[src/link_ctrl_map.vh]
// Constants of the physical-layer link control block: bus map, fields, codes, timing.
// Assumes a single 200 MHz clock and a classic Wishbone master with 32-bit data.
`ifndef LINK_CTRL_MAP_VH
`define LINK_CTRL_MAP_VH
// Register byte addresses.
`define ADR_CTRL 4'h0
`define ADR_STATUS 4'h4
`define ADR_DIRECTED 4'h8
// Control register fields and reset value.
`define CTRL_RESET 8'h00
`define CTRL_UPCFG_SUP 0
`define CTRL_RATE5_SUP 1
`define CTRL_UPSTREAM 2
`define CTRL_SEL_DEEMPH 3
`define CTRL_L0S_EN 4
`define CTRL_MARGIN_LO 5
`define CTRL_MARGIN_HI 7
// Directed register: bit written with one clears the tie-off flag.
`define DIR_TIE_BIT 7
// Line codes.
`define RATE_2P5 1'b0
`define RATE_5P0 1'b1
`define DEEMPH_6DB 1'b0
`define DEEMPH_3P5DB 1'b1
`define WIDTH_UNTRAINED 3'h0
`define TX_NOT_L0S 3'h0
`define TX_L0S_ENTRY 3'h1
`define TX_L0S_IDLE 3'h2
`define TX_L0S_FTS 3'h3
`define RX_NOT_L0S 2'h0
`define RX_L0S_ENTRY 2'h1
`define RX_L0S_IDLE 2'h2
`define RX_L0S_FTS 2'h3
// Timing in ns and the derived cycle counts (least times round up).
`define CLK_NS 5
`define PCS_RESET_NS 100
`define PCS_RESET_CYC ((`PCS_RESET_NS + `CLK_NS - 1) / `CLK_NS)
`define DET_RETRY_NS 1000
`define DET_RETRY_CYC ((`DET_RETRY_NS + `CLK_NS - 1) / `CLK_NS)
`define RATE_SWITCH_NS 800
`define RATE_SWITCH_CYC ((`RATE_SWITCH_NS + `CLK_NS - 1) / `CLK_NS)
`define L0S_ENTRY_NS 40
`define L0S_ENTRY_CYC ((`L0S_ENTRY_NS + `CLK_NS - 1) / `CLK_NS)
`define L0S_FTS_NS 160
`define L0S_FTS_CYC ((`L0S_FTS_NS + `CLK_NS - 1) / `CLK_NS)
`endif

[src/link_ctrl.v]
// Physical-layer link control: directed width and speed change, capability
// status, low-power state reporting and transceiver controls.
// Assumes transceiver and training inputs are synchronous to clk.
//
// Design decisions made here: the register addresses and register access over Wishbone.
`timescale 1ns/1ps
`include "link_ctrl_map.vh"
module link_ctrl (
  input wire clk,
  input wire srst,
  input wire wb_cyc_i,
  input wire wb_stb_i,
  input wire wb_we_i,
  input wire [3:0] wb_adr_i,
  input wire [3:0] wb_sel_i,
  input wire [31:0] wb_dat_i,
  output reg [31:0] wb_dat_o,
  output wire wb_ack_o,
  input wire [1:0] directed_change_request,
  input wire [1:0] directed_target_width,
  input wire directed_target_speed,
  input wire [5:0] directed_new_state_bus,
  input wire directed_new_state_valid,
  input wire directed_state_stall,
  input wire directed_change_autonomous,
  output reg directed_change_complete,
  input wire upstream_preferred_deemphasis,
  input wire downstream_deemphasis_source,
  input wire phy_status,
  input wire rx_receiver_present,
  input wire link_trained,
  input wire [1:0] trained_width,
  input wire partner_upcfg_bit,
  input wire partner_rate5_advert,
  input wire partner_deemph_pref,
  input wire link_lost,
  input wire tx_idle,
  input wire rx_elec_idle,
  input wire rx_fts_seen,
  output wire [2:0] tx_low_power_state,
  output wire [1:0] rx_low_power_state,
  output reg upconfigure_capable,
  output reg higher_rate_capable,
  output reg partner_higher_rate_support,
  output reg [2:0] initial_negotiated_width,
  output reg tx_receiver_detect,
  output reg tx_pcs_reset,
  output reg tx_signalling_rate,
  output reg tx_deemphasis_select,
  output reg [2:0] tx_voltage_margin,
  output reg current_link_rate
);
  ////////////////////////////////////////////////////////////////////////////
  // States of the training walk, one-hot.
  localparam [4:0] ST_DET = 5'h01;
  localparam [4:0] ST_CFG = 5'h02;
  localparam [4:0] ST_L0 = 5'h04;
  localparam [4:0] ST_RCV = 5'h08;
  localparam [4:0] ST_HOLD = 5'h10;

  reg [4:0] state_r; // Current training state.
  reg [7:0] cnt_r; // Shared dwell counter.
  reg [1:0] width_r; // Current width code, x1 to x8.
  reg trained_once_r; // Set after the first training completes.
  reg upcfg_seen_r; // Partner upconfigure bit caught in configuration.
  reg pend_width_r; // Width change under way.
  reg pend_speed_r; // Speed change under way.
  reg spd_wait_r; // Waiting for the transceiver after a rate switch.
  reg auton_r; // Mode of the last accepted change.
  reg [1:0] req_seen_r; // Last accepted request code.
  reg [7:0] ctrl_r; // Control register.
  reg tie_bad_r; // Sticky flag: an unsupported input was not held at zero.
  reg ack_r; // Bus acknowledge.

  // Width code to the initial-width encoding, x1 as 001 up to x8 as 100.
  function [2:0] enc_width;
    input [1:0] w;
    begin
      enc_width = {1'b0, w} + 3'h1;
    end
  endfunction

  // A rate is reachable when it is 2.5 or both ends support 5.0.
  function rate_ok;
    input target;
    input cap;
    begin
      rate_ok = (target == `RATE_2P5) || cap;
    end
  endfunction

  wire [2:0] tx_lp_state; // From the transmit sequencer.
  wire [1:0] rx_lp_state; // From the receive tracker.
  wire in_l0 = (state_r == ST_L0);
  wire l0s_allow = in_l0 && ctrl_r[`CTRL_L0S_EN];
  wire rate5_sup = ctrl_r[`CTRL_RATE5_SUP];
  // Width and speed fields are looked at only under their request bit.
  wire want_width = directed_change_request[0]
    && (directed_target_width != width_r)
    && ((enc_width(directed_target_width) <= initial_negotiated_width)
    || upconfigure_capable);
  wire want_speed = directed_change_request[1]
    && (directed_target_speed != tx_signalling_rate)
    && rate_ok(directed_target_speed, higher_rate_capable);

  ////////////////////////////////////////////////////////////////////////////
  // Training walk and directed change engine.
  always @(posedge clk) begin
    if (srst) begin
      state_r <= ST_DET;
      cnt_r <= 8'h00;
      width_r <= 2'h0;
      trained_once_r <= 1'b0;
      upcfg_seen_r <= 1'b0;
      pend_width_r <= 1'b0;
      pend_speed_r <= 1'b0;
      spd_wait_r <= 1'b0;
      auton_r <= 1'b0;
      req_seen_r <= 2'h0;
      directed_change_complete <= 1'b0;
      upconfigure_capable <= 1'b0;
      higher_rate_capable <= 1'b0;
      partner_higher_rate_support <= 1'b0;
      initial_negotiated_width <= `WIDTH_UNTRAINED;
      tx_receiver_detect <= 1'b0;
      tx_pcs_reset <= 1'b1;
      tx_signalling_rate <= `RATE_2P5;
      current_link_rate <= `RATE_2P5;
    end else if (link_lost && !state_r[0]) begin
      // Losing the link drops back to detect at the base rate.
      state_r <= ST_DET;
      cnt_r <= 8'h00;
      pend_width_r <= 1'b0;
      pend_speed_r <= 1'b0;
      spd_wait_r <= 1'b0;
      directed_change_complete <= 1'b0;
      tx_pcs_reset <= 1'b1;
      tx_signalling_rate <= `RATE_2P5;
      current_link_rate <= `RATE_2P5;
    end else begin
      case (state_r)
        ST_DET: begin
          cnt_r <= cnt_r + 8'h01;
          if (tx_pcs_reset) begin
            // Hold the coding sublayer in reset for its least time.
            if (cnt_r == `PCS_RESET_CYC - 1) begin
              tx_pcs_reset <= 1'b0;
              tx_receiver_detect <= 1'b1;
              cnt_r <= 8'h00;
            end
          end else if (tx_receiver_detect) begin
            // The transceiver sits in P1 here; its status pulse ends detection.
            if (phy_status) begin
              tx_receiver_detect <= 1'b0;
              cnt_r <= 8'h00;
              if (rx_receiver_present) begin
                state_r <= ST_CFG;
                upcfg_seen_r <= 1'b0;
              end
            end
          end else if (cnt_r == `DET_RETRY_CYC - 1) begin
            // Nobody answered: retry after a pause, never continuously.
            tx_receiver_detect <= 1'b1;
          end
        end
        ST_CFG: begin
          if (partner_upcfg_bit) begin
            upcfg_seen_r <= 1'b1;
          end
          if (link_trained) begin
            width_r <= trained_width;
            if (!trained_once_r) begin
              trained_once_r <= 1'b1;
              initial_negotiated_width <= enc_width(trained_width);
            end
            upconfigure_capable <= (upcfg_seen_r || partner_upcfg_bit)
              && ctrl_r[`CTRL_UPCFG_SUP];
            partner_higher_rate_support <= partner_rate5_advert;
            higher_rate_capable <= partner_rate5_advert && rate5_sup;
            state_r <= ST_L0;
          end
        end
        ST_L0: begin
          cnt_r <= 8'h00;
          if (directed_change_request == 2'h0) begin
            // The request is a level: completion stays until it is removed.
            directed_change_complete <= 1'b0;
          end else if (!directed_change_complete) begin
            req_seen_r <= directed_change_request;
            auton_r <= directed_change_autonomous;
            if (want_width || want_speed) begin
              pend_width_r <= want_width;
              pend_speed_r <= want_speed;
              state_r <= ST_RCV;
            end else begin
              // Already at the target, or the target is not reachable: nothing to train, report done.
              directed_change_complete <= 1'b1;
            end
          end
        end
        ST_RCV: begin
          cnt_r <= cnt_r + 8'h01;
          if (pend_width_r) begin
            width_r <= directed_target_width;
            pend_width_r <= 1'b0;
          end
          if (pend_speed_r) begin
            if (cnt_r == `RATE_SWITCH_CYC - 1) begin
              tx_signalling_rate <= directed_target_speed;
              current_link_rate <= directed_target_speed;
              pend_speed_r <= 1'b0;
              spd_wait_r <= 1'b1;
            end
          end else if (!spd_wait_r || phy_status) begin
            spd_wait_r <= 1'b0;
            state_r <= ST_HOLD;
          end
        end
        ST_HOLD: begin
          // Back to L0: refresh partner rate flags and report completion in the same cycle.
          partner_higher_rate_support <= partner_rate5_advert;
          higher_rate_capable <= partner_rate5_advert && rate5_sup;
          directed_change_complete <= 1'b1;
          state_r <= ST_L0;
        end
        default: begin
          state_r <= ST_DET;
        end
      endcase
    end
  end

  ////////////////////////////////////////////////////////////////////////////
  // De-emphasis policy, re-evaluated every cycle from its sources.
  always @(posedge clk) begin
    if (srst) begin
      tx_deemphasis_select <= `DEEMPH_3P5DB;
    end else if (ctrl_r[`CTRL_UPSTREAM]) begin
      tx_deemphasis_select <= upstream_preferred_deemphasis;
    end else if (tx_signalling_rate == `RATE_5P0) begin
      tx_deemphasis_select <= downstream_deemphasis_source ?
        ctrl_r[`CTRL_SEL_DEEMPH] : partner_deemph_pref;
    end else begin
      // At 2.5 the lighter setting is fixed.
      tx_deemphasis_select <= `DEEMPH_3P5DB;
    end
  end

  // Margin follows the control field; reset leaves the normal range.
  always @(posedge clk) begin
    if (srst) begin
      tx_voltage_margin <= 3'h0;
    end else begin
      tx_voltage_margin <= ctrl_r[`CTRL_MARGIN_HI:`CTRL_MARGIN_LO];
    end
  end

  ////////////////////////////////////////////////////////////////////////////
  // Low-power state reporting.
  tx_l0s_seq u_tx_lp (
    .clk(clk),
    .srst(srst),
    .allow(l0s_allow),
    .tx_idle(tx_idle),
    .state_r(tx_lp_state)
  );

  rx_l0s_seq u_rx_lp (
    .clk(clk),
    .srst(srst),
    .allow(l0s_allow),
    .rx_elec_idle(rx_elec_idle),
    .rx_fts_seen(rx_fts_seen),
    .state_r(rx_lp_state)
  );

  assign tx_low_power_state = tx_lp_state;
  assign rx_low_power_state = rx_lp_state;

  ////////////////////////////////////////////////////////////////////////////
  // Wishbone slave: one wait state, ack high for exactly one cycle.
  wire wb_req = wb_cyc_i && wb_stb_i && !ack_r;
  wire wb_wr = wb_req && wb_we_i && wb_sel_i[0];
  wire tie_hit = (directed_new_state_bus != 6'h00)
    || directed_new_state_valid || directed_state_stall;
  wire tie_clr = wb_wr && (wb_adr_i == `ADR_DIRECTED)
    && wb_dat_i[`DIR_TIE_BIT];

  assign wb_ack_o = ack_r;

  // Register writes; only the low byte lane carries writable bits.
  always @(posedge clk) begin
    if (srst) begin
      ack_r <= 1'b0;
      ctrl_r <= `CTRL_RESET;
      tie_bad_r <= 1'b0;
    end else begin
      ack_r <= wb_req;
      if (wb_wr && (wb_adr_i == `ADR_CTRL)) begin
        ctrl_r <= wb_dat_i[7:0];
      end
      // A new violation in the clearing cycle keeps the flag set.
      if (tie_hit) begin
        tie_bad_r <= 1'b1;
      end else if (tie_clr) begin
        tie_bad_r <= 1'b0;
      end
    end
  end

  // Read data, registered; unmapped addresses answer zero.
  always @(posedge clk) begin
    if (srst) begin
      wb_dat_o <= 32'h0000_0000;
    end else if (wb_req) begin
      case (wb_adr_i)
        `ADR_CTRL: begin
          wb_dat_o <= {24'h00_0000, ctrl_r};
        end
        `ADR_STATUS: begin
          wb_dat_o <= {11'h000, state_r, tx_lp_state, rx_lp_state,
            initial_negotiated_width, width_r, current_link_rate,
            partner_higher_rate_support, higher_rate_capable,
            upconfigure_capable, directed_change_complete, trained_once_r};
        end
        `ADR_DIRECTED: begin
          wb_dat_o <= {24'h00_0000, tie_bad_r, auton_r, req_seen_r,
            pend_width_r, pend_speed_r, spd_wait_r, upcfg_seen_r};
        end
        default: begin
          wb_dat_o <= 32'h0000_0000;
        end
      endcase
    end
  end
endmodule

[src/rx_l0s_seq.v]
// Receive low-power tracker driven by electrical idle and fast training detection.
// Assumes rx_elec_idle and rx_fts_seen are synchronous levels from the transceiver.
`timescale 1ns/1ps
`include "link_ctrl_map.vh"
module rx_l0s_seq (
  input wire clk,
  input wire srst,
  input wire allow,
  input wire rx_elec_idle,
  input wire rx_fts_seen,
  output reg [1:0] state_r
);
  // The tracker leaves L0s once fast training is seen or allow drops, never on a timeout.
  always @(posedge clk) begin
    if (srst || !allow) begin
      state_r <= `RX_NOT_L0S;
    end else begin
      case (state_r)
        `RX_NOT_L0S: begin
          if (rx_elec_idle) begin
            state_r <= `RX_L0S_ENTRY;
          end
        end
        `RX_L0S_ENTRY: begin
          state_r <= rx_elec_idle ? `RX_L0S_IDLE : `RX_L0S_FTS;
        end
        `RX_L0S_IDLE: begin
          if (!rx_elec_idle) begin
            state_r <= `RX_L0S_FTS;
          end
        end
        default: begin
          if (rx_fts_seen) begin
            state_r <= `RX_NOT_L0S;
          end
        end
      endcase
    end
  end
endmodule

[src/tx_l0s_seq.v]
// Transmit low-power sequencer: walks not-in-L0s, entry, idle, fast training.
// Assumes the caller gates allow low whenever the link is not in L0.
`timescale 1ns/1ps
`include "link_ctrl_map.vh"
module tx_l0s_seq (
  input wire clk,
  input wire srst,
  input wire allow,
  input wire tx_idle,
  output reg [2:0] state_r
);
  reg [7:0] cnt_r; // Dwell counter for entry and fast training phases.

  // Only the four defined codes are ever loaded, so reserved codes never show.
  always @(posedge clk) begin
    if (srst || !allow) begin
      state_r <= `TX_NOT_L0S;
      cnt_r <= 8'h00;
    end else begin
      cnt_r <= cnt_r + 8'h01;
      case (state_r)
        `TX_NOT_L0S: begin
          cnt_r <= 8'h00;
          if (tx_idle) begin
            state_r <= `TX_L0S_ENTRY;
          end
        end
        `TX_L0S_ENTRY: begin
          if (cnt_r == `L0S_ENTRY_CYC - 1) begin
            state_r <= `TX_L0S_IDLE;
          end
        end
        `TX_L0S_IDLE: begin
          cnt_r <= 8'h00;
          if (!tx_idle) begin
            state_r <= `TX_L0S_FTS;
          end
        end
        default: begin
          // Fast training sequences run a fixed time before normal traffic.
          if (cnt_r == `L0S_FTS_CYC - 1) begin
            state_r <= `TX_NOT_L0S;
          end
        end
      endcase
    end
  end
endmodule
[config.mk]
export PLATFORM = sky130hd
export DESIGN_NAME = link_ctrl
export DESIGN_NICKNAME = d
export VERILOG_FILES = /design/src/link_ctrl.v /design/src/rx_l0s_seq.v /design/src/tx_l0s_seq.v
export VERILOG_INCLUDE_DIRS = /design/src
export SDC_FILE = /design/constraint.sdc
export NUM_CORES = 1
export LEC_CHECK = 0
export BUFFER_PORTS_ARGS = -buffer_cell sky130_fd_sc_hd__buf_2
export CORE_ASPECT_RATIO = 1.25
export CORE_UTILIZATION = 45
export CTS_CLUSTER_DIAMETER = 60
export DETAILED_ROUTE_END_ITERATION = 6
export GPL_TIMING_DRIVEN = 0
export PLACE_DENSITY = 0.81
export SLEW_MARGIN = 10
export SYNTH_ARGS = -nofsm -noshare
export SYNTH_HDL_FRONTEND = slang
export SYNTH_SLANG_ARGS = --single-unit
[constraint.sdc]
create_clock -name clk -period 6 [get_ports clk]
set_clock_uncertainty 0.1 [all_clocks]
set_input_delay 0.6 -clock clk [delete_from_list [all_inputs] [get_ports clk]]
set_output_delay 0.6 -clock clk [all_outputs]
set_load 0.005 [all_outputs]
==> summary.txt, run 1 <==
Clocking
  – Post-CTS setup buffers: 0
  – Worst-path clk slew: 0.09 ns
  – Post-cts resize count: 0
  – CTS tree: built
  – CTS H-Tree Depth: 3
  – Clk sinks: 79
  – Clk Tree Root Cell: clkbuf_8
  – Hold-fix buffers at CTS: 0
  – Clock tree buffer depth: 2
  – Skew-Pair Late Insertion Delay: 0.36 ns
  – TritonCTS Buffers: 9

STA
  – Setup_tns: 0 ns
  – Final min period: 2.259 ns
  – Setup violators final: 0
  – Worst hold slack: 0.3589 ns
  – Worst slew pin tran: 0.7498 ns
  – Max Fclk: 442.8 MHz
  – Final Max Tran Viols: 0
  – Unrepaired setup endpoints after global routing: false
  – Final cycle utilization of the critical path: 37.64%
  – Fin. Hold Viols: 0
  – Worst slew margin: 49.64%

Power
  – Sw power: 0.2482 mW
  – Worst vdd ir: 126.2 uV
  – Switching Fraction: 25.99%
  – Total power: 0.9548 mW
  – PwrDens: 205.1 nW/um2
  – Comb pwr share: 7.3%
  – Clock network fraction of total power: 37.3%
  – Internal Power: 0.7066 mW
  – Leakage: 1.973 nW
  – Flop pwr share: 55.4%

Route
  – Total routed wirelength: 9680 um
  – Drt first pass iters: 5
  – Vias per Instance: 5.526
  – Antenna Violating Nets Remaining: 0
  – Via count: 3680
  – DR iter-0 viols: 222
  – Wire per inst: 14.53 um
  – Remaining DRCs: 0

Floorplan
  – DIE AREA: 9023 um2
  – Top Ports: 126
  – Die W: 85.16 um
  – Height of the die: 106.0 um
  – Starting density of the core: 46.94%
  – Standard-cell rows: 37
  – Core footprint: 8287 um2

Yosys
  – Synth Flop Type: dfxtp_1
  – Sequential share of the synthesized area: 40.66%
  – Asr flop ratio synth: 0%
  – Most frequent cells after synthesis: dfxtp_1, nor2_1, nand2_1, mux2i_1, o21ai_0
  – Synth unique cells: 46
  – EDFF count, synth: 0
  – Area share of the largest cell type after synthesis: 40.66%
  – Synth Area per Inst: 8.531 um2
  – Yosys warns: 0
  – Most common cell in the netlist: dfxtp_1
  – Synthesis-stage register bit count: 79
  – Yosys top cell by area: dfxtp_1
  – Largest cells by area after synthesis: dfxtp_1, mux2i_1, nor2_1
  – Post-Syn Area: 3890 um2
  – Mapped Cells: 456

GRT
  – Remaining Overflow, GRT: 0
  – Tot GR Track Use: 21.81%
  – First-pass GRT wire length: 15510 um
  – Largest net degree at the start of global routing: 15
  – Initial antenna violation count: 0
  – Vias in the first global route: 3564

Final layout
  – Diodes inserted: 0
  – Register area: 1582 um2
  – Finished Layout Cells: 666
  – Multi-input combinational cell area: 2107 um2
  – Layout Nets: 652
  – Final Instance Area: 4656 um2
  – Layout area overhead: 19.68%
  – Fillers: 747
  – Share of layout cells above drive strength 1: 21.97%

Worst setup path
  – Slowest-stage cell, CP: o311a_1
  – Worst Path Arrival: 2.41 ns
  – Critical Path End Type: flip-flop
  – Required time of the critical path: 6.15 ns
  – Worst setup SP type: input port
  – Crit path largest cell delay: 0.38 ns
  – Cells along the critical path: buf_2 -> ha_1 -> ha_1 -> a211oi_1 -> o311a_1 -> o21ai_0 -> o311a_1
  – Crit Path Max Fanout: 4
  – CP Class: in2reg

Min path
  – Worst hold-check path type: reg2reg

Place
  – Placed Area: 4482 um2
  – Gp weighted congestion: 0.8692
  – Placed Cells: 650
  – Port bufs: 85
  – Hpwl dp: 7407 um

Job
  – Max cap viols: 0

Outcome
  – Status: finished clean
## power by group through the flow
stage / Clock (mW) / Sequential (mW) / Combinational (mW)
after floorplan: 0 / 0.541 / 0.0390
after global routing: 0.383 / 0.529 / 0.0766
final: 0.356 / 0.529 / 0.0697
after CTS: 0.360 / 0.529 / 0.0692
after global placement: 0 / 0.541 / 0.0671
after detailed placement: 0 / 0.541 / 0.0688
## cell usage in the layout, fill, tap and decap left out, types with 4 or more instances in the layout
cell	count
nor2b_1	11
buf_4	14
nand3_1	15
clkbuf_8	9
xnor2_1	9
a31oi_1	4
nand2b_1	7
conb_1	13
inv_1	16
nand2_1	35
and3_1	6
a211oi_1	6
dfxtp_1	79
mux2i_1	28
clkbuf_1	14
a21oi_1	16
o211ai_1	5
ha_1	15
nor4_1	6
xor2_1	5
buf_2	90
a22oi_1	22
o21ai_0	24
nor2_1	73
nor3_1	7
## flip-flops by register name (all words and copies together) (netlist names), 2 cells and up
register	count
u_tx_lp.state_r	2
initial_negotiated_width	3
ctrl_r	8
tx_voltage_margin	3
u_rx_lp.state_r	2
state_r	5
wb_dat_o	20
width_r	2
cnt_r	8
u_tx_lp.cnt_r	8
req_seen_r	2
## per-layer routing
layer | global-route usage (%) | share of wire (%) | vias to the layer above
met2 | 40.38 | 52 | 144
met4 | 8.232 | 2.0 | 0
met5 | 0 | 0 | -
met1 | 23.80 | 39 | 1721
li1 | - | - | 1791
met3 | 5.124 | 6.9 | 24
## stage by stage
stage | utilization [%] | setup WS, ns
final | 56.18 | 3.741
after global routing | 56.18 | 3.590
after CTS | 56.18 | 3.764
after detailed placement | 54.08 | 3.383
after global placement | 54.08 | 3.429
after floorplan | - | 3.672
## area by class of cell
cell class,count,area share [%]
sequential,79,33.97
tap,97,2.607
timing repair buffer,85,9.137
clock inverter,7,1.075
multi-input combinational,339,45.26
clock buffer,9,2.661
buffer,34,4.004
inverter,16,1.290
## final timing paths
kind	start	endpoint	slack (ns)	depth (start not counted)
worst max-delay path	directed_target_width[0]	state_r[2]	3.74	7
worst min-delay path	u_tx_lp.cnt_r[0]	u_tx_lp.cnt_r[0]	0.36	1
worst max register to register	state_r[0]	u_tx_lp.cnt_r[2]	3.92	8
worst min register to register	u_tx_lp.cnt_r[0]	u_tx_lp.cnt_r[0]	0.36	1
## critical path: cells and delay by family
| family | cells | cell delay [ns] |
|---|---|---|
| AOI/OAI and AO/OA | 4 | 1.09 |
| adders and majority gates | 2 | 0.58 |
| buffers and inverters | 1 | 0.13 |
## cells by family after synthesis
family                     after synthesis  synth area share, %
and+or+nand+nor                        176                22.07
xor gates and xnor gates                14                3.152
other                                    1              0.09640
DFF                                     79                40.66
AOI/OAI and AO/OA                       92                15.38
muxes                                   29                7.494
buffers and inverters                   50                6.336
adders and majority gates               15                4.825
Power figures use the tool's default switching activity.
==> run 2: changes to the inputs <==
--- a/config.mk
+++ b/config.mk
@@ -12,7 +12,7 @@
 export CTS_CLUSTER_DIAMETER = 60
 export DETAILED_ROUTE_END_ITERATION = 6
 export GPL_TIMING_DRIVEN = 0
-export PLACE_DENSITY = 0.81
+export PLACE_DENSITY = 0.84
 export SLEW_MARGIN = 10
 export SYNTH_ARGS = -nofsm -noshare
 export SYNTH_HDL_FRONTEND = slang
==> constraint.sdc (replaced) <==
create_clock -name clk -period 2 [get_ports clk]
set_clock_uncertainty 0.1 [all_clocks]
set_input_delay 0.2 -clock clk [delete_from_list [all_inputs] [get_ports clk]]
set_output_delay 0.2 -clock clk [all_outputs]
set_load 0.005 [all_outputs]
==> run 2 against run 1 <==
  * Die area unchanged
  * Register-to-register slack worse by 3.9 ns
  * Utilization up 3.0 points
  * Combinational power rose to 3.4 times the previous value
  * Via count up 3.0%
  * Critical path type is now reg2reg
==> summary.txt, run 2 (synthesized netlist as in run 1, its figures left out) <==
Clocking
  – Skew-Pair Late Insertion Delay: 0.36 ns (about the same)
  – Clk Tree Root Cell: clkbuf_8 (unchanged)
  – TritonCTS Buffers: 9 (unchanged)
  – Worst-path clk slew: 0.09 ns (about the same)
  – Clk sinks: 79 (unchanged)
  – CTS tree: built (unchanged)
  – CTS H-Tree Depth: 3 (unchanged)
  – Clock tree buffer depth: 2 (unchanged)

Worst setup path
  – Critical Path End Type: flip-flop (unchanged)
  – Required time of the critical path: 2.15 ns (was 6.15 ns)
  – CP Class: reg2reg (was in2reg)
  – Worst setup SP type: flip-flop (was input port)
  – Worst Path Arrival: 2.11 ns (was 2.41 ns)
  – Crit Path Max Fanout: 3 (was 4)

Final layout
  – Share of layout cells above drive strength 1: 24.57% (was 21.97%)
  – Most frequent cells in the layout: buf_2, dfxtp_1, nor2_1 (unchanged)
  – Reg with most FFs: wb_dat_o (unchanged)
  – Most common cell after layout, fill and taps aside: buf_2 (unchanged)
  – Multi-input combinational cell area: 2173 um2 (was 2107 um2)
  – Layout Nets: 669 (was 652)
  – Finished Layout Cells: 683 (was 666)
  – Diodes inserted: 0 (unchanged)
  – Register area: 1584 um2 (was 1582 um2)
  – Largest register FFs: 20 (unchanged)
  – Layout area overhead: 26.05% (was 19.68%)
  – Fillers: 679 (was 747)
  – Final Instance Area: 4903 um2 (was 4656 um2)

GRT
  – First-pass GRT wire length: 15920 um (was 15510 um)
  – Largest net degree at the start of global routing: 16 (was 15)
  – Initial antenna violation count: 0 (unchanged)
  – Tot GR Track Use: 22.35% (was 21.81%)
  – Remaining Overflow, GRT: 0 (unchanged)
  – Vias in the first global route: 3524 (was 3564)

Route
  – DR iter-0 viols: 236 (was 222)
  – Vias per Instance: 5.552 (was 5.526)
  – Via count: 3792 (was 3680)
  – Wire per inst: 15.15 um (was 14.53 um)
  – Antenna Violating Nets Remaining: 0 (unchanged)
  – Remaining DRCs: 0 (unchanged)
  – Total routed wirelength: 10350 um (was 9680 um)
  – Drt first pass iters: 5 (unchanged)

Min path
  – Worst hold-check path type: in2reg (was reg2reg)

Floorplan
  – DIE AREA: 9023 um2 (unchanged)
  – Die W: 85.16 um (unchanged)
  – Core footprint: 8287 um2 (unchanged)
  – Standard-cell rows: 37 (unchanged)
  – Starting density of the core: 46.94% (unchanged)
  – Height of the die: 106.0 um (unchanged)
  – Top Ports: 126 (unchanged)

Place
  – Hpwl dp: 7331 um (was 7407 um)
  – Port bufs: 85 (unchanged)
  – Gp weighted congestion: 0.8571 (was 0.8692)
  – Placed Area: 4482 um2 (unchanged)
  – Placed Cells: 650 (unchanged)

Power
  – PwrDens: 598.7 nW/um2 (was 205.1 nW/um2)
  – Leakage: 2.079 nW (was 1.973 nW)
  – Worst vdd ir: 278.6 uV (was 126.2 uV)
  – Total power: 2.936 mW (was 0.9548 mW)

STA
  – Max Fclk: 511.9 MHz
  – Worst slew pin tran: 0.7093 ns (was 0.7498 ns)
  – Fin. Hold Viols: 0 (unchanged)
  – Final min period: 1.953 ns
  – Final Max Tran Viols: 0 (unchanged)
  – Unrepaired setup endpoints after global routing: true (was false)
  – Final cycle utilization of the critical path: 97.67%
  – Worst slew margin: 52.71% (was 49.64%)
  – Setup violators final: 0 (unchanged)

Outcome
  – Status: finished clean (unchanged)

Job
  – Max cap viols: 0 (unchanged)
-- run 2: timing repair --
item,4_1_cts,5_1_grt
cloned,0,0
resized for setup,3,16
pin swaps,1,2
endpoints found under the hold margin,11,0
setup buffers,1,4
hold buffers,12,0
setup endpoints to repair,17,25
-- run 2: report_power, final --
part	internal [mW]	switching, mW
Sequential	1.58	0.00808
Clock	0.463	0.645
Combinational	0.114	0.126
Total	2.16	0.779
-- run 2: worst max-delay path, cell delays in order, from the launching register on --
cell and delay (ns):
dfxtp_2 0.36, inv_1 0.09, ha_4 0.26, nand3_2 0.06, o21ai_2 0.06, o311a_1 0.39, mux2_2 0.28, a32o_1 0.25
-- run 2: worst paths after layout --
check                           cells after the start                to  slack, ns                         from
worst max-delay path                                7      pend_width_r       0.05  initial_negotiated_width[2]
worst max register to register                      7      pend_width_r       0.05  initial_negotiated_width[2]
worst min-delay path                                3         tie_bad_r       0.02    directed_new_state_bus[5]
worst min register to register                      1  u_tx_lp.cnt_r[0]       0.36             u_tx_lp.cnt_r[0]
-- run 2: layout make-up --
class | count | area share (%)
Buffer | 34 | 3.853
Clock buffer | 9 | 2.526
Clock inverter | 7 | 1.148
Inverter | 16 | 1.225
Multi-Input combinational cell | 339 | 44.32
Sequential cell | 79 | 32.30
Tap cell | 97 | 2.475
Timing Repair Buffer | 102 | 12.15
-- run 2: metal layers --
metal / part of all wire, % / wire (um) / vias up / track usage, %
met1: 39 / 4077 / 1785 / 25.70
met4: 2.4 / 250 / 0 / 10.41
met3: 6.4 / 662 / 20 / 4.193
met2: 52 / 5355 / 159 / 39.69
li1: - / - / 1828 / -
met5: 0 / 0 / - / 0
-- run 2: per-stage QoR --
stage / setup slack [ns] / setup TNS [ns] / hold WS (ns) / util, %
2_1_floorplan: 0.07193 / 0 / 0.1957 / -
3_3_place_gp: -0.1656 / -0.6478 / 0.3211 / 54.08
3_5_place_dp: -0.1776 / -0.8856 / 0.3354 / 54.08
4_1_cts: 0.01135 / 0 / 0.005219 / 57.99
5_1_grt: -0.03594 / -0.1708 / 0.02584 / 59.17
6_report: 0.04666 / 0 / 0.01875 / 59.17
==> run 3: changes to the inputs <==
--- a/config.mk
+++ b/config.mk
@@ -6,13 +6,13 @@
 export SDC_FILE = /design/constraint.sdc
 export NUM_CORES = 1
 export LEC_CHECK = 0
-export BUFFER_PORTS_ARGS = -buffer_cell sky130_fd_sc_hd__buf_2
 export CORE_ASPECT_RATIO = 1.25
 export CORE_UTILIZATION = 45
 export CTS_CLUSTER_DIAMETER = 60
 export DETAILED_ROUTE_END_ITERATION = 6
+export DONT_BUFFER_PORTS = 1
 export GPL_TIMING_DRIVEN = 0
-export PLACE_DENSITY = 0.84
+export PLACE_DENSITY = 0.71
 export SLEW_MARGIN = 10
 export SYNTH_ARGS = -nofsm -noshare
 export SYNTH_HDL_FRONTEND = slang
==> run 3 against run 2 <==
  * Sequential share of layout area rose by 2.0 points
  * Power decreased by 1.4%
  * Worst setup slack improved by 0.029 ns
  * Via count shrank 10%
  * Largest cell class unchanged
  * Highest routed layer unchanged
==> summary.txt, run 3 (synthesized netlist as in run 1, its figures left out) <==
Outcome
  – Status: finished clean (unchanged)

Final layout
  – Most frequent cells in the layout: dfxtp_1, nor2_1, nand2_1 (was buf_2, dfxtp_1, nor2_1)
  – Share of layout cells above drive strength 1: 10.83% (was 24.57%)
  – Largest register FFs: 20 (unchanged)
  – Reg with most FFs: wb_dat_o (unchanged)
  – Diodes inserted: 0 (unchanged)
  – Layout Nets: 600 (was 669)
  – Post-Route Utilization: 56.02% (was 59.17%)
  – Layout area overhead: 19.33% (was 26.05%)
  – Most common cell after layout, fill and taps aside: dfxtp_1 (was buf_2)

Route
  – Drt first pass iters: 4 (was 5)
  – Via count: 3409 (was 3792)
  – Remaining DRCs: 0 (unchanged)
  – DR iter-0 viols: 168 (was 236)
  – Antenna Violating Nets Remaining: 0 (unchanged)
  – Total routed wirelength: 9790 um (was 10350 um)
  – Wire per inst: 15.94 um (was 15.15 um)
  – Vias per Instance: 5.552 (about the same)

Power
  – PwrDens: 623.4 nW/um2 (was 598.7 nW/um2)
  – Clock network fraction of total power: 38.0% (was 37.7%)
  – Worst vdd ir: 344.9 uV (was 278.6 uV)
  – Sw power: 0.6981 mW (was 0.7792 mW)
  – Switching Fraction: 24.12% (was 26.54%)
  – Flop pwr share: 54.7% (was 54.1%)
  – Total power: 2.894 mW (was 2.936 mW)
  – Leakage: 1.753 nW (was 2.079 nW)
  – Comb pwr share: 7.2% (was 8.2%)
  – Internal Power: 2.196 mW (was 2.157 mW)

Floorplan
  – Starting density of the core: 46.94% (unchanged)
  – Core footprint: 8287 um2 (unchanged)
  – Height of the die: 106.0 um (unchanged)
  – Top Ports: 126 (unchanged)
  – Die W: 85.16 um (unchanged)
  – DIE AREA: 9023 um2 (unchanged)
  – Standard-cell rows: 37 (unchanged)

Worst setup path
  – Slowest-stage cell, CP: dfxtp_4 (was o311a_1)
  – Worst R2R Setup Slack: 0.08 ns (was 0.05 ns)
  – Largest delay contributor family on the critical path: compound AO/OA/AOI/OAI gates (unchanged)
  – Worst Path Arrival: 2.08 ns (was 2.11 ns)
  – WP buf/inv: 1 (unchanged)
  – Worst setup SP type: flip-flop (unchanged)
  – CP Class: reg2reg (unchanged)
  – Endpoint of the worst register-to-register path: pend_width_r (unchanged)
  – Crit path depth: 7 (unchanged)
  – R2r startpoint: initial_negotiated_width[1] (was initial_negotiated_width[2])
  – Crit Path Max Fanout: 4 (was 3)
  – Cells along the critical path: inv_1 -> ha_4 -> nand3_1 -> o21ai_2 -> o311a_1 -> mux2_2 -> a32o_1 (was inv_1 -> ha_4 -> nand3_2 -> o21ai_2 -> o311a_1 -> mux2_2 -> a32o_1)
  – R2r worst-path depth: 7 (unchanged)
  – Crit path largest cell delay: 0.37 ns (was 0.39 ns)
  – Required time of the critical path: 2.16 ns (was 2.15 ns)
  – Critical Path End Type: flip-flop (unchanged)

STA
  – Final Max Tran Viols: 0 (unchanged)
  – Max Fclk: 519.5 MHz (was 511.9 MHz)
  – Worst slew margin: 53.43% (was 52.71%)
  – Worst slew pin tran: 0.6985 ns (was 0.7093 ns)
  – Final min period: 1.925 ns (was 1.953 ns)
  – Final cycle utilization of the critical path: 96.24% (was 97.67%)
  – Setup violators final: 0 (unchanged)
  – Worst setup margin: 0.07525 ns (was 0.04666 ns)
  – Worst hold slack: 0.01319 ns (was 0.01875 ns)
  – Fin. Hold Viols: 0 (unchanged)

Clocking
  – Worst-path clk slew: 0.08 ns (was 0.09 ns)
  – Clk Tree Root Cell: clkbuf_8 (unchanged)
  – CTS H-Tree Depth: 3 (unchanged)
  – Skew-Pair Late Insertion Delay: 0.36 ns (about the same)
  – TritonCTS Buffers: 9 (unchanged)
  – Clk sinks: 79 (unchanged)
  – Clock tree buffer depth: 2 (unchanged)
  – CTS tree: built (unchanged)

Place
  – Hpwl dp: 6927 um (was 7331 um)
  – Pre-CTS WS: -0.05014 ns (was -0.1776 ns)
  – Port bufs: 0 (was 85)
  – Gp weighted congestion: 0.8465 (was 0.8571)

Min path
  – Hold EP: tie_bad_r (unchanged)
  – Min-delay src: wb_dat_i[7] (was directed_new_state_bus[5])
  – Worst hold-check path type: in2reg (unchanged)
  – Worst hold stages: 3 (unchanged)

GRT
  – Tot GR Track Use: 22.28% (was 22.35%)
  – Initial antenna violation count: 0 (unchanged)
  – First-pass GRT wire length: 15540 um (was 15920 um)
  – Vias in the first global route: 3162 (was 3524)
  – Largest net degree at the start of global routing: 14 (was 16)
  – Remaining Overflow, GRT: 0 (unchanged)

Job
  – Max cap viols: 0 (unchanged)
run 3: cell count changes in the layout (fill, tap and decap cells not counted), moves of 2 or more:
cell,change
buf_2,-85
clkbuf_8,+2
clkinv_4,-3
clkinvlp_4,+2
dfxtp_4,+2
dlygate4sd3_1,+18
inv_6,-2
run 3: metal layers:
layer,track usage (%),share of wire [%]
met1,25.69,40
met2,37.73,50
met3,7.919,7.6
met4,8.232,2.1
met5,0,0
run 3: worst max path at each step:
stage / startpoint / to
global placement: directed_target_width[0] / state_r[2]
detailed placement: directed_target_width[0] / state_r[2]
floorplan: directed_target_width[0] / pend_width_r
global route: state_r[2] / initial_negotiated_width[0]
CTS: initial_negotiated_width[1] / state_r[2]
finish: initial_negotiated_width[1] / pend_width_r
run 3: through the flow:
stage | area [um2] | setup TNS [ns] | cells
after floorplan | 3935 | 0 | 468
after global placement | 4056 | -0.1676 | 565
after detailed placement | 4056 | -0.3629 | 565
after CTS | 4571 | 0 | 612
after global routing | 4642 | -0.02917 | 614
final | 4642 | 0 | 614
run 3: layout make-up:
class	instances	area [um2]
multi-input combinational	339	2158
buffer	33	185.2
fill	750	3645
timing repair buffer	34	342.8
sequential	79	1590
clock buffer	11	151.4
tap	97	121.4
inverter	16	60.06
clock inverter	5	32.53
run 3: power by group through the flow:
stage                     clock network, mW  logic, mW  registers [mW]
after floorplan                           0      0.117            1.62
after global placement                    0      0.143            1.62
after detailed placement                  0      0.146            1.62
after CTS                              1.13      0.195            1.59
after global routing                   1.19      0.230            1.59
final                                  1.10      0.210            1.58
run 3: what timing repair did:
action	4_1_cts	5_1_grt
hold endpoints to repair	25	0
gates resized for setup	5	15
pin swaps	1	2
setup endpoints to repair	22	26
gates cloned	0	0
hold buffers	30	0
buffers inserted	1	3
run 3: worst min-delay path, cell delays in order:
cell	delay, ns
nand2_1	0.04
o41ai_1	0.06
a31oi_1	0.14
